==> config.mk <==
export PLATFORM = sky130hd
export DESIGN_NAME = aesl_event_status
export DESIGN_NICKNAME = d
export VERILOG_FILES = /design/src/aesl_pkg.sv /design/src/aesl_event_status.sv
export SDC_FILE = /design/constraint.sdc
export NUM_CORES = 1
export LEC_CHECK = 0
export ABC_AREA = 0
export BUFFER_PORTS_ARGS = -buffer_cell sky130_fd_sc_hd__clkbuf_2
export CORE_MARGIN = 10
export CORE_UTILIZATION = 35
export DETAILED_ROUTE_END_ITERATION = 10
export HOLD_SLACK_MARGIN = 0.08
export PLACE_DENSITY = 0.67
export SYNTH_ARGS = -nofsm -noshare
export SYNTH_HDL_FRONTEND = slang
export SYNTH_SLANG_ARGS = --single-unit
==> constraint.sdc <==
create_clock -name clk -period 2.7 [get_ports clk]
set_clock_uncertainty 0.15 [all_clocks]
set_input_delay 0.27 -clock clk [delete_from_list [all_inputs] [get_ports clk]]
set_output_delay 0.27 -clock clk [all_outputs]
set_load 0.01 [all_outputs]
==> src/aesl_pkg.sv <==
// aesl_pkg: constants and carrier types for the amplifier event status latches
// assumes: one 8-bit register per address on the device's internal register port
package aesl_pkg;

   // ***********************************************************
   // register addresses
   // ***********************************************************
   localparam logic [15:0] AESL_RAW_THERMAL_ADDR   = 16'h2001;
   localparam logic [15:0] AESL_RAW_CLOCK_ADDR     = 16'h2002;
   localparam logic [15:0] AESL_RAW_SUPPLY_ADDR    = 16'h2003;
   localparam logic [15:0] AESL_RAW_BROWNOUT_ADDR  = 16'h2004;
   localparam logic [15:0] AESL_STKY_THERMAL_ADDR  = 16'h2006;
   localparam logic [15:0] AESL_STKY_CLOCK_ADDR    = 16'h2007;
   localparam logic [15:0] AESL_STKY_SUPPLY_ADDR   = 16'h2008;
   localparam logic [15:0] AESL_STKY_BROWNOUT_ADDR = 16'h2009;

   // ***********************************************************
   // groups, field positions, reset values
   // ***********************************************************
   localparam int          AESL_GROUPS          = 4;
   localparam int          AESL_GRP_THERMAL     = 0;
   localparam int          AESL_GRP_CLOCK       = 1;
   localparam int          AESL_GRP_SUPPLY      = 2;
   localparam int          AESL_GRP_BROWNOUT    = 3;
   localparam logic [7:0]  AESL_RESET_VALUE     = 8'h00;
   localparam logic [7:0]  AESL_UNMAPPED_VALUE  = 8'h00;
   // implemented bits per group: clock group bit 3 and brownout bits 7..4 unused
   localparam logic [AESL_GROUPS-1:0][7:0] AESL_VALID_MASK = {8'h0F, 8'hFF, 8'hF7, 8'hFF};

   // supply group field positions
   localparam int AESL_BIT_ANALOG_SUPPLY_UNDERVOLT  = 7;
   localparam int AESL_BIT_CORE_SUPPLY_UNDERVOLT    = 6;
   localparam int AESL_BIT_POWERUP_COMPLETE         = 5;
   localparam int AESL_BIT_POWERDOWN_COMPLETE       = 4;
   localparam int AESL_BIT_SPEAKER_SUPPLY_UNDERVOLT = 3;
   localparam int AESL_BIT_BATTERY_UNDERVOLT        = 2;
   localparam int AESL_BIT_HEADROOM_TRACK_BEGIN     = 1;
   localparam int AESL_BIT_HEADROOM_TRACK_END       = 0;
   // brownout group field positions
   localparam int AESL_BIT_BROWNOUT_LEVEL_ZERO      = 3;
   localparam int AESL_BIT_BROWNOUT_LEVEL_CHANGE    = 2;
   localparam int AESL_BIT_BROWNOUT_BEGIN           = 1;
   localparam int AESL_BIT_BROWNOUT_END             = 0;
   // thermal group field positions
   localparam int AESL_BIT_OVERTEMP_SHUTDOWN_BEGIN  = 7;
   localparam int AESL_BIT_OVERTEMP_SHUTDOWN_END    = 6;
   localparam int AESL_BIT_TEMP_WARNING_ONE_BEGIN   = 5;
   localparam int AESL_BIT_TEMP_WARNING_ONE_END     = 4;
   localparam int AESL_BIT_THERMAL_FOLDBACK_BEGIN   = 3;
   localparam int AESL_BIT_THERMAL_FOLDBACK_END     = 2;
   localparam int AESL_BIT_FUSE_LOAD_FAILURE        = 1;
   localparam int AESL_BIT_SPEAKER_OVERCURRENT      = 0;
   // clock/data group field positions
   localparam int AESL_BIT_TEMP_WARNING_TWO_BEGIN   = 7;
   localparam int AESL_BIT_TEMP_WARNING_TWO_END     = 6;
   localparam int AESL_BIT_INTERNAL_SPEAKER_MON_ERR = 5;
   localparam int AESL_BIT_INTERNAL_CLOCK_ERR       = 4;
   localparam int AESL_BIT_CLOCK_RECOVERY           = 2;
   localparam int AESL_BIT_CLOCK_ERR                = 1;
   localparam int AESL_BIT_PCM_DATA_ERR             = 0;

   // ***********************************************************
   // carriers
   // ***********************************************************
   // one byte per group, indexed by the AESL_GRP_ constants
   typedef struct packed {
      logic [AESL_GROUPS-1:0][7:0] grp;
   } aesl_bank_s;

   // internal register port request
   typedef struct packed {
      logic        rd;
      logic        wr;
      logic [15:0] addr;
      logic [7:0]  wdata;
   } aesl_req_s;

endpackage

==> src/aesl_event_status.sv <==
// aesl_event_status: raw condition sampling and sticky event latches
// assumes: raw indicators and clears are synchronous to clk; the control-interface
// engine presents register accesses on the internal request port
`timescale 1ns/1ps
`default_nettype none

// Summary of operation
// - supply bit 7: analog supply undervoltage
// - supply bit 6: core supply undervoltage
// - supply bit 5: power-up complete reported
// - supply bit 4: power-down complete reported
// - supply bit 3: speaker supply undervoltage
// - supply bit 2: battery undervoltage
// - supply bit 1: headroom tracker active
// - supply bit 0: headroom tracking ended
// - brownout bit 3: entered level zero
// - brownout bit 2: level changing
// - brownout bit 1: brownout engine active
// - brownout bit 0: brownout engine no longer active
// - sticky bit sets on raw rise, own clear
// - sticky bits ignore every enable mask
// - thermal sticky layout bits 7 to 0
// - clock/data sticky layout, bit 3 unused
// - supply sticky mirrors supply raw bits
// - thermal raw register layout
// - clock/data raw matches sticky layout
module aesl_event_status
   import aesl_pkg::*;
#(
   parameter int ADDR_W = 16
) (
   // clock and reset
   input  wire logic       clk,
   input  wire logic       rst_b,
   // raw condition indicators, one byte per group
   input  wire aesl_bank_s raw_in,
   // per-bit clear pulses, one byte per group
   input  wire aesl_bank_s clear_in,
   // internal register port
   input  wire aesl_req_s  req,
   output logic [7:0]      rdata,
   output logic            rvalid,
   // latched views for the rest of the device
   output aesl_bank_s      raw_out,
   output aesl_bank_s      sticky_out
);

   // ***********************************************************
   // elaboration check
   // ***********************************************************
   if (ADDR_W != 16) begin : g_bad_addr_w
      $error("aesl_event_status: ADDR_W must be 16");
   end

   // ***********************************************************
   // package consistency: every named field sits on a kept bit
   // ***********************************************************
   // supply group
   if (!AESL_VALID_MASK[AESL_GRP_SUPPLY][AESL_BIT_ANALOG_SUPPLY_UNDERVOLT]) begin : g_chk_s7
      $error("aesl_event_status: analog supply field masked off");
   end

   if (!AESL_VALID_MASK[AESL_GRP_SUPPLY][AESL_BIT_CORE_SUPPLY_UNDERVOLT]) begin : g_chk_s6
      $error("aesl_event_status: core supply field masked off");
   end

   if (!AESL_VALID_MASK[AESL_GRP_SUPPLY][AESL_BIT_POWERUP_COMPLETE]) begin : g_chk_s5
      $error("aesl_event_status: power-up field masked off");
   end

   if (!AESL_VALID_MASK[AESL_GRP_SUPPLY][AESL_BIT_POWERDOWN_COMPLETE]) begin : g_chk_s4
      $error("aesl_event_status: power-down field masked off");
   end

   if (!AESL_VALID_MASK[AESL_GRP_SUPPLY][AESL_BIT_SPEAKER_SUPPLY_UNDERVOLT]) begin : g_chk_s3
      $error("aesl_event_status: speaker supply field masked off");
   end

   if (!AESL_VALID_MASK[AESL_GRP_SUPPLY][AESL_BIT_BATTERY_UNDERVOLT]) begin : g_chk_s2
      $error("aesl_event_status: battery field masked off");
   end

   if (!AESL_VALID_MASK[AESL_GRP_SUPPLY][AESL_BIT_HEADROOM_TRACK_BEGIN]) begin : g_chk_s1
      $error("aesl_event_status: headroom begin field masked off");
   end

   if (!AESL_VALID_MASK[AESL_GRP_SUPPLY][AESL_BIT_HEADROOM_TRACK_END]) begin : g_chk_s0
      $error("aesl_event_status: headroom end field masked off");
   end

   // brownout group
   if (!AESL_VALID_MASK[AESL_GRP_BROWNOUT][AESL_BIT_BROWNOUT_LEVEL_ZERO]) begin : g_chk_b3
      $error("aesl_event_status: brownout level zero field masked off");
   end

   if (!AESL_VALID_MASK[AESL_GRP_BROWNOUT][AESL_BIT_BROWNOUT_LEVEL_CHANGE]) begin : g_chk_b2
      $error("aesl_event_status: brownout level change field masked off");
   end

   if (!AESL_VALID_MASK[AESL_GRP_BROWNOUT][AESL_BIT_BROWNOUT_BEGIN]) begin : g_chk_b1
      $error("aesl_event_status: brownout begin field masked off");
   end

   if (!AESL_VALID_MASK[AESL_GRP_BROWNOUT][AESL_BIT_BROWNOUT_END]) begin : g_chk_b0
      $error("aesl_event_status: brownout end field masked off");
   end

   if (AESL_VALID_MASK[AESL_GRP_BROWNOUT][7:4] != 4'h0) begin : g_chk_bu
      $error("aesl_event_status: brownout upper bits must stay unused");
   end

   // thermal group
   if (!AESL_VALID_MASK[AESL_GRP_THERMAL][AESL_BIT_OVERTEMP_SHUTDOWN_BEGIN]) begin : g_chk_t7
      $error("aesl_event_status: shutdown begin field masked off");
   end

   if (!AESL_VALID_MASK[AESL_GRP_THERMAL][AESL_BIT_OVERTEMP_SHUTDOWN_END]) begin : g_chk_t6
      $error("aesl_event_status: shutdown end field masked off");
   end

   if (!AESL_VALID_MASK[AESL_GRP_THERMAL][AESL_BIT_TEMP_WARNING_ONE_BEGIN]) begin : g_chk_t5
      $error("aesl_event_status: warning one begin field masked off");
   end

   if (!AESL_VALID_MASK[AESL_GRP_THERMAL][AESL_BIT_TEMP_WARNING_ONE_END]) begin : g_chk_t4
      $error("aesl_event_status: warning one end field masked off");
   end

   if (!AESL_VALID_MASK[AESL_GRP_THERMAL][AESL_BIT_THERMAL_FOLDBACK_BEGIN]) begin : g_chk_t3
      $error("aesl_event_status: foldback begin field masked off");
   end

   if (!AESL_VALID_MASK[AESL_GRP_THERMAL][AESL_BIT_THERMAL_FOLDBACK_END]) begin : g_chk_t2
      $error("aesl_event_status: foldback end field masked off");
   end

   if (!AESL_VALID_MASK[AESL_GRP_THERMAL][AESL_BIT_FUSE_LOAD_FAILURE]) begin : g_chk_t1
      $error("aesl_event_status: memory load field masked off");
   end

   if (!AESL_VALID_MASK[AESL_GRP_THERMAL][AESL_BIT_SPEAKER_OVERCURRENT]) begin : g_chk_t0
      $error("aesl_event_status: overcurrent field masked off");
   end

   // clock and data group
   if (!AESL_VALID_MASK[AESL_GRP_CLOCK][AESL_BIT_TEMP_WARNING_TWO_BEGIN]) begin : g_chk_c7
      $error("aesl_event_status: warning two begin field masked off");
   end

   if (!AESL_VALID_MASK[AESL_GRP_CLOCK][AESL_BIT_TEMP_WARNING_TWO_END]) begin : g_chk_c6
      $error("aesl_event_status: warning two end field masked off");
   end

   if (!AESL_VALID_MASK[AESL_GRP_CLOCK][AESL_BIT_INTERNAL_SPEAKER_MON_ERR]) begin : g_chk_c5
      $error("aesl_event_status: speaker monitor field masked off");
   end

   if (!AESL_VALID_MASK[AESL_GRP_CLOCK][AESL_BIT_INTERNAL_CLOCK_ERR]) begin : g_chk_c4
      $error("aesl_event_status: internal clock field masked off");
   end

   if (AESL_VALID_MASK[AESL_GRP_CLOCK][3]) begin : g_chk_c3
      $error("aesl_event_status: clock group bit 3 must stay unused");
   end

   if (!AESL_VALID_MASK[AESL_GRP_CLOCK][AESL_BIT_CLOCK_RECOVERY]) begin : g_chk_c2
      $error("aesl_event_status: clock recovery field masked off");
   end

   if (!AESL_VALID_MASK[AESL_GRP_CLOCK][AESL_BIT_CLOCK_ERR]) begin : g_chk_c1
      $error("aesl_event_status: clock error field masked off");
   end

   if (!AESL_VALID_MASK[AESL_GRP_CLOCK][AESL_BIT_PCM_DATA_ERR]) begin : g_chk_c0
      $error("aesl_event_status: data error field masked off");
   end

   // ***********************************************************
   // state
   // ***********************************************************
   aesl_bank_s raw_reg;
   aesl_bank_s raw_next;
   aesl_bank_s sticky_reg;
   aesl_bank_s sticky_next;
   logic [7:0] rdata_reg;
   logic [7:0] rdata_next;
   logic       rvalid_reg;
   logic       rvalid_next;

   // ***********************************************************
   // raw sampling and sticky latches, per group
   // ***********************************************************
   for (genvar g = 0; g < AESL_GROUPS; g++) begin : g_grp
      always_comb begin
         // raw bits follow their indicator levels
         raw_next.grp[g] = raw_in.grp[g] & AESL_VALID_MASK[g];
         // rise sets, clear drops until the next rise, rise beats clear, unused bits masked by AESL_VALID_MASK
         sticky_next.grp[g] = ((sticky_reg.grp[g] & ~clear_in.grp[g])
                               | (raw_next.grp[g] & ~raw_reg.grp[g]))
                              & AESL_VALID_MASK[g];
      end
   end

   always_ff @(posedge clk or negedge rst_b) begin
      if (!rst_b) begin
         raw_reg    <= '{grp: {AESL_GROUPS{AESL_RESET_VALUE}}};
         sticky_reg <= '{grp: {AESL_GROUPS{AESL_RESET_VALUE}}};
      end else begin
         raw_reg    <= raw_next;
         sticky_reg <= sticky_next;
      end
   end

   // ***********************************************************
   // register read port
   // ***********************************************************
   always_comb begin
      rdata_next  = rdata_reg;
      rvalid_next = req.rd;
      // writes to these addresses have no effect
      if (req.rd) begin
         case (req.addr)
            AESL_RAW_THERMAL_ADDR:   rdata_next = raw_reg.grp[AESL_GRP_THERMAL];
            AESL_RAW_CLOCK_ADDR:     rdata_next = raw_reg.grp[AESL_GRP_CLOCK];
            AESL_RAW_SUPPLY_ADDR:    rdata_next = raw_reg.grp[AESL_GRP_SUPPLY];
            AESL_RAW_BROWNOUT_ADDR:  rdata_next = raw_reg.grp[AESL_GRP_BROWNOUT];
            AESL_STKY_THERMAL_ADDR:  rdata_next = sticky_reg.grp[AESL_GRP_THERMAL];
            AESL_STKY_CLOCK_ADDR:    rdata_next = sticky_reg.grp[AESL_GRP_CLOCK];
            AESL_STKY_SUPPLY_ADDR:   rdata_next = sticky_reg.grp[AESL_GRP_SUPPLY];
            AESL_STKY_BROWNOUT_ADDR: rdata_next = sticky_reg.grp[AESL_GRP_BROWNOUT];
            default:                 rdata_next = AESL_UNMAPPED_VALUE;
         endcase
      end
   end

   always_ff @(posedge clk or negedge rst_b) begin
      if (!rst_b) begin
         rdata_reg  <= AESL_RESET_VALUE;
         rvalid_reg <= 1'b0;
      end else begin
         rdata_reg  <= rdata_next;
         rvalid_reg <= rvalid_next;
      end
   end

   // ***********************************************************
   // outputs
   // ***********************************************************
   assign rdata      = rdata_reg;
   assign rvalid     = rvalid_reg;
   assign raw_out    = raw_reg;
   assign sticky_out = sticky_reg;

endmodule

`default_nettype wire

# After elaboration in Yosys (flattened, before gate mapping)
# Index checks and enable logic that the tools add are counted.
# op_classes
eq_ne	8
muxes	1
n_bitwise	20
# ops
cell	count
$eq 16x14->1 const B	8
$pmux 8 s8	1
$and 8x8->8	6
$not 8->8	6
$or 8x8->8	3
$and 4x4->4	2
$not 4->4	2
$or 4x4->4	1
# totals
register_bits	63
input_bits	92
out_inout_bits	73
elab_cells	39

# Longest topological paths before layout
# depth
depth_word	3
mapped_depth	6
mapped_depth_nobuf	4

# Least setup slack after synthesis
# No wires, ideal clock.
# synth_timing
kind	reg-to-reg
startpoint	reg sticky_reg (netlist bit sticky_out[12])
endpoint	reg rdata_reg[4] (netlist: rdata[4])
setup_time_ns	0.136
arrival_time_ns	1.256
required_time_ns	2.414
setup_slack_ns	1.158
path_stages_with_launch	5
n_path_buf	0
period_less_slack_ns	1.542
cell_sequence	dfrtp_1 mux4_2 and2_1 a221oi_2 o22ai_1
# synth_between
elab_chain_cells	1
# synth_rtl
item	line	rtl
start, declared	aesl_event_status.sv:183	aesl_bank_s sticky_reg;
start signal, assigned	aesl_event_status.sv:207	sticky_reg <= '{grp: {AESL_GROUPS{AESL_RESET_VALUE}}};
start signal, assigned	aesl_event_status.sv:210	sticky_reg <= sticky_next;
$pmux 8 s8	aesl_event_status.sv:222	case (req.addr)
end signal, assigned	aesl_event_status.sv:241	rdata_reg <= rdata_next;
end, declared	aesl_event_status.sv:185	logic [7:0] rdata_reg;
# Every way passes these cells.
# A chain may end at the register's enable or synchronous reset.

# Worst setup path in the final report
# layout_timing
startpoint	in req[10] (netlist name)
endpoint	reg rdata_reg[2] (netlist: rdata[2])
# layout_between
elab_chain_cells	2
elab_cells_between_ends	9
classes_between	8 x eq/ne; 1 x mux
# layout_rtl
item	line	rtl
start, declared	aesl_event_status.sv:40	input wire aesl_req_s req,
$eq 16x14->1	aesl_event_status.sv:222	
$pmux 8 s8 (*)	aesl_event_status.sv:222	
# Mark *: on every way between the ends. The rest lies on a longest branch, timed or not.

==> results.toml <==
[power]
p_leak_nw = 2.216
p_per_area_mw_per_mm2 = 524.7
ir_drop_v = 0.0003021

[logic_synthesis]
yosysTopAreaCellShare_pct = 57.19
ys.flop_type = "dfrtp_1"
synth_top_family_by_area = "compound AO/OA/AOI/OAI gates"
synth-seq-cells = 63
async_flop_share_pct = 100.0
avgSynthCellArea_sq_um = 11.11
synthCells = 248
seq_area_frac_synth_pct = 57.19
synth_compound_area_share_pct = 15.80
synth_edf_count = 0
muxShareOfSynthArea_pct = 5.266
synth_fa_ha_area_share_pct = 0
synthesis.area_sq_mm = 0.002756
synthDistinctLibCells = 44
synthXorXnorAreaFrac_pct = 0
synth.top_cells.by_area = "dfrtp_1 57%, inv_1 8.2%, o22ai_1 7.7%"
yosysTopAreaCell = "dfrtp_1"
synth_simple_gate_area_share_pct = 8.443
synth_warnings = 0

[cells_and_area]
layout.nets = 536
num_antenna_cells = 0
area.growth.synth_to_final_pct = 53.52
fin_cells = 549
drive_above_1_share_pct = 36.91
fill_cells = 700
final_area_sq_mm = 0.004232

[sta]
whs_ns = 0.2135
fmax_mhz = 592.6
maxSlewViolCount = 0
rsz0062_at_grt = "no"
period_share_pct = 62.50
period_minus_slack_ns = 1.688
slew_headroom_pct = 58.37
setup_viol = 0
setup_tns_ns = 0
final_hold_viol_count = 0
worst_pin_slew_ns = 0.6245

[routing]
antenna_left = 0
viasPerCell = 4.616
dr.pass1.iters = 4
wl_per_cell_um = 16.38
dr.first_iter.drc_count = 81
drc = 0
routed_wirelength_mm = 8.993
vias = 2534

[placement]
gp_congestion = 0.7399
io_buffers = 135
place_inst = 479
dp_hpwl_mm = 6.442
dpl_cell_area_sq_mm = 0.003486

[worst_setup_path]
r2r-start = "sticky_out[12]"
end_kind = "flip-flop"
cp-start-kind = "input pin"
cp_max_fo = 18
worst-setup-path-type = "in2reg"
startpoint = "req[10]"
worstPathArrival_ns = 1.80
cp.required_ns = 2.81

[global_routing]
first_global_vias = 2767
grt_max_degree = 35
grt_usage_pct = 15.41
grt_first_pass_wirelength_mm = 14.30
antenna_found_initial = 0
grt-ovfl-total = 0

[floorplanning]
die_h_um = 108.7
core-area_sq_mm = 0.007687
rows = 32
start_util_pct = 35.86
dieArea_sq_mm = 0.01183
die_x_um = 108.7
ios = 165

[clock_network]
cts_made_buffers = 9
cts.sinks = 63
clock_latency_ns = 0.34
cts_resized = 0
cts_tree = "yes"
path_clk_slew_ns = 0.07
cts.path.max_buffers = 2
cts.root.buffer_cell = "clkbuf_8"
h-tree-depth = 3

[job]
max-cap-violations = 0

[hold_path]
hold_class = "in2reg"
hold_start = "req[15]"

[run_status]
status = "completed"
-- routing by layer --
metal / vias up / global-route usage, % / share of wire (%)
met1: 1206 / 17.03 / 39
met4: 0 / 3.390 / 1.0
li1: 1223 / - / -
met5: - / 0 / 0
met2: 93 / 26.85 / 51
met3: 12 / 6.785 / 9.1
-- stage by stage --
stage | setup slack (ns) | total power [mW] | utilization [%]
after floorplan | 1.158 | 1.215 | -
after global placement | 0.6639 | 1.369 | 45.35
after detailed placement | 0.6416 | 1.377 | 45.35
after CTS | 0.9854 | 2.240 | 55.05
after global routing | 0.8868 | 2.332 | 55.05
final | 1.012 | 2.220 | 55.05
-- worst max-delay path, stage by stage --
cell and delay [ns]:
clkbuf_2 0.29, nor3b_2 0.40, nor2b_2 0.47, a22oi_1 0.16, a32oi_1 0.20
-- cell type report --
cell class	count	area, sq um	area share [%]
Clock inverter	4	47.55	1.124
Multi-Input combinational cell	115	850.8	20.11
Timing Repair Buffer	195	1266	29.92
Inverter	60	225.2	5.322
Tap cell	102	127.6	3.016
Clock buffer	10	137.6	3.253
Sequential cell	63	1577	37.26
-- kinds of logic after synthesis --
| group | Yosys count |
|---|---|
| buffers and inverters | 79 |
| flip-flops | 63 |
| AO/OA/AOI/OAI | 61 |
| AND/OR/NAND/NOR | 32 |
| multiplexers | 12 |
| other | 1 |
-- synthesized netlist by cell type, types with 3 or more instances --
cell type  instances
dfrtp_1           63
inv_1             60
o22ai_1           34
buf_4             10
mux2i_1           10
o21ai_0            6
buf_2              5
a21oi_1            4
nor2_1             4
a2111oi_0          3
and3_1             3
buf_6              3
nand3b_1           3
-- path summary, 6_finish.rpt --
check / slack, ns / to / cells past startpoint
worst max-delay path: 1.01 / rdata[2] / 5
worst min-delay path: 0.21 / rdata[2] / 4
worst max register to register: 1.11 / rdata[4] / 4
worst min register to register: 0.32 / sticky_out[22] / 1
max in group asynchronous: 1.72 / raw_out[13] / 3
min in group asynchronous: 0.33 / sticky_out[2] / 3
-- where the power goes --
part / leakage (nW) / switching (mW) / internal (mW)
Sequential: 0.766 / 0.0465 / 1.00
Clock: 0.0940 / 0.361 / 0.438
Combinational: 1.36 / 0.184 / 0.190
Total: 2.22 / 0.591 / 1.63
-- cells in the final DEF (no fill, tap or decap), drive strengths merged, types with 4 or more instances in the layout --
cell / n
a2111oi: 4
a21oi: 4
buf: 5
clkbuf: 144
conb: 10
dfrtp: 63
dlygate4sd3: 56
inv: 60
mux2i: 10
nor2: 4
o21ai: 6
o22ai: 34
-- repair_timing --
item / 4_1_cts / 5_1_grt
hold endpoints to repair: 118 / 0
setup buffers: 0 / 0
hold buffers: 56 / 0
Note: power is estimated with default switching activity, not from simulation.
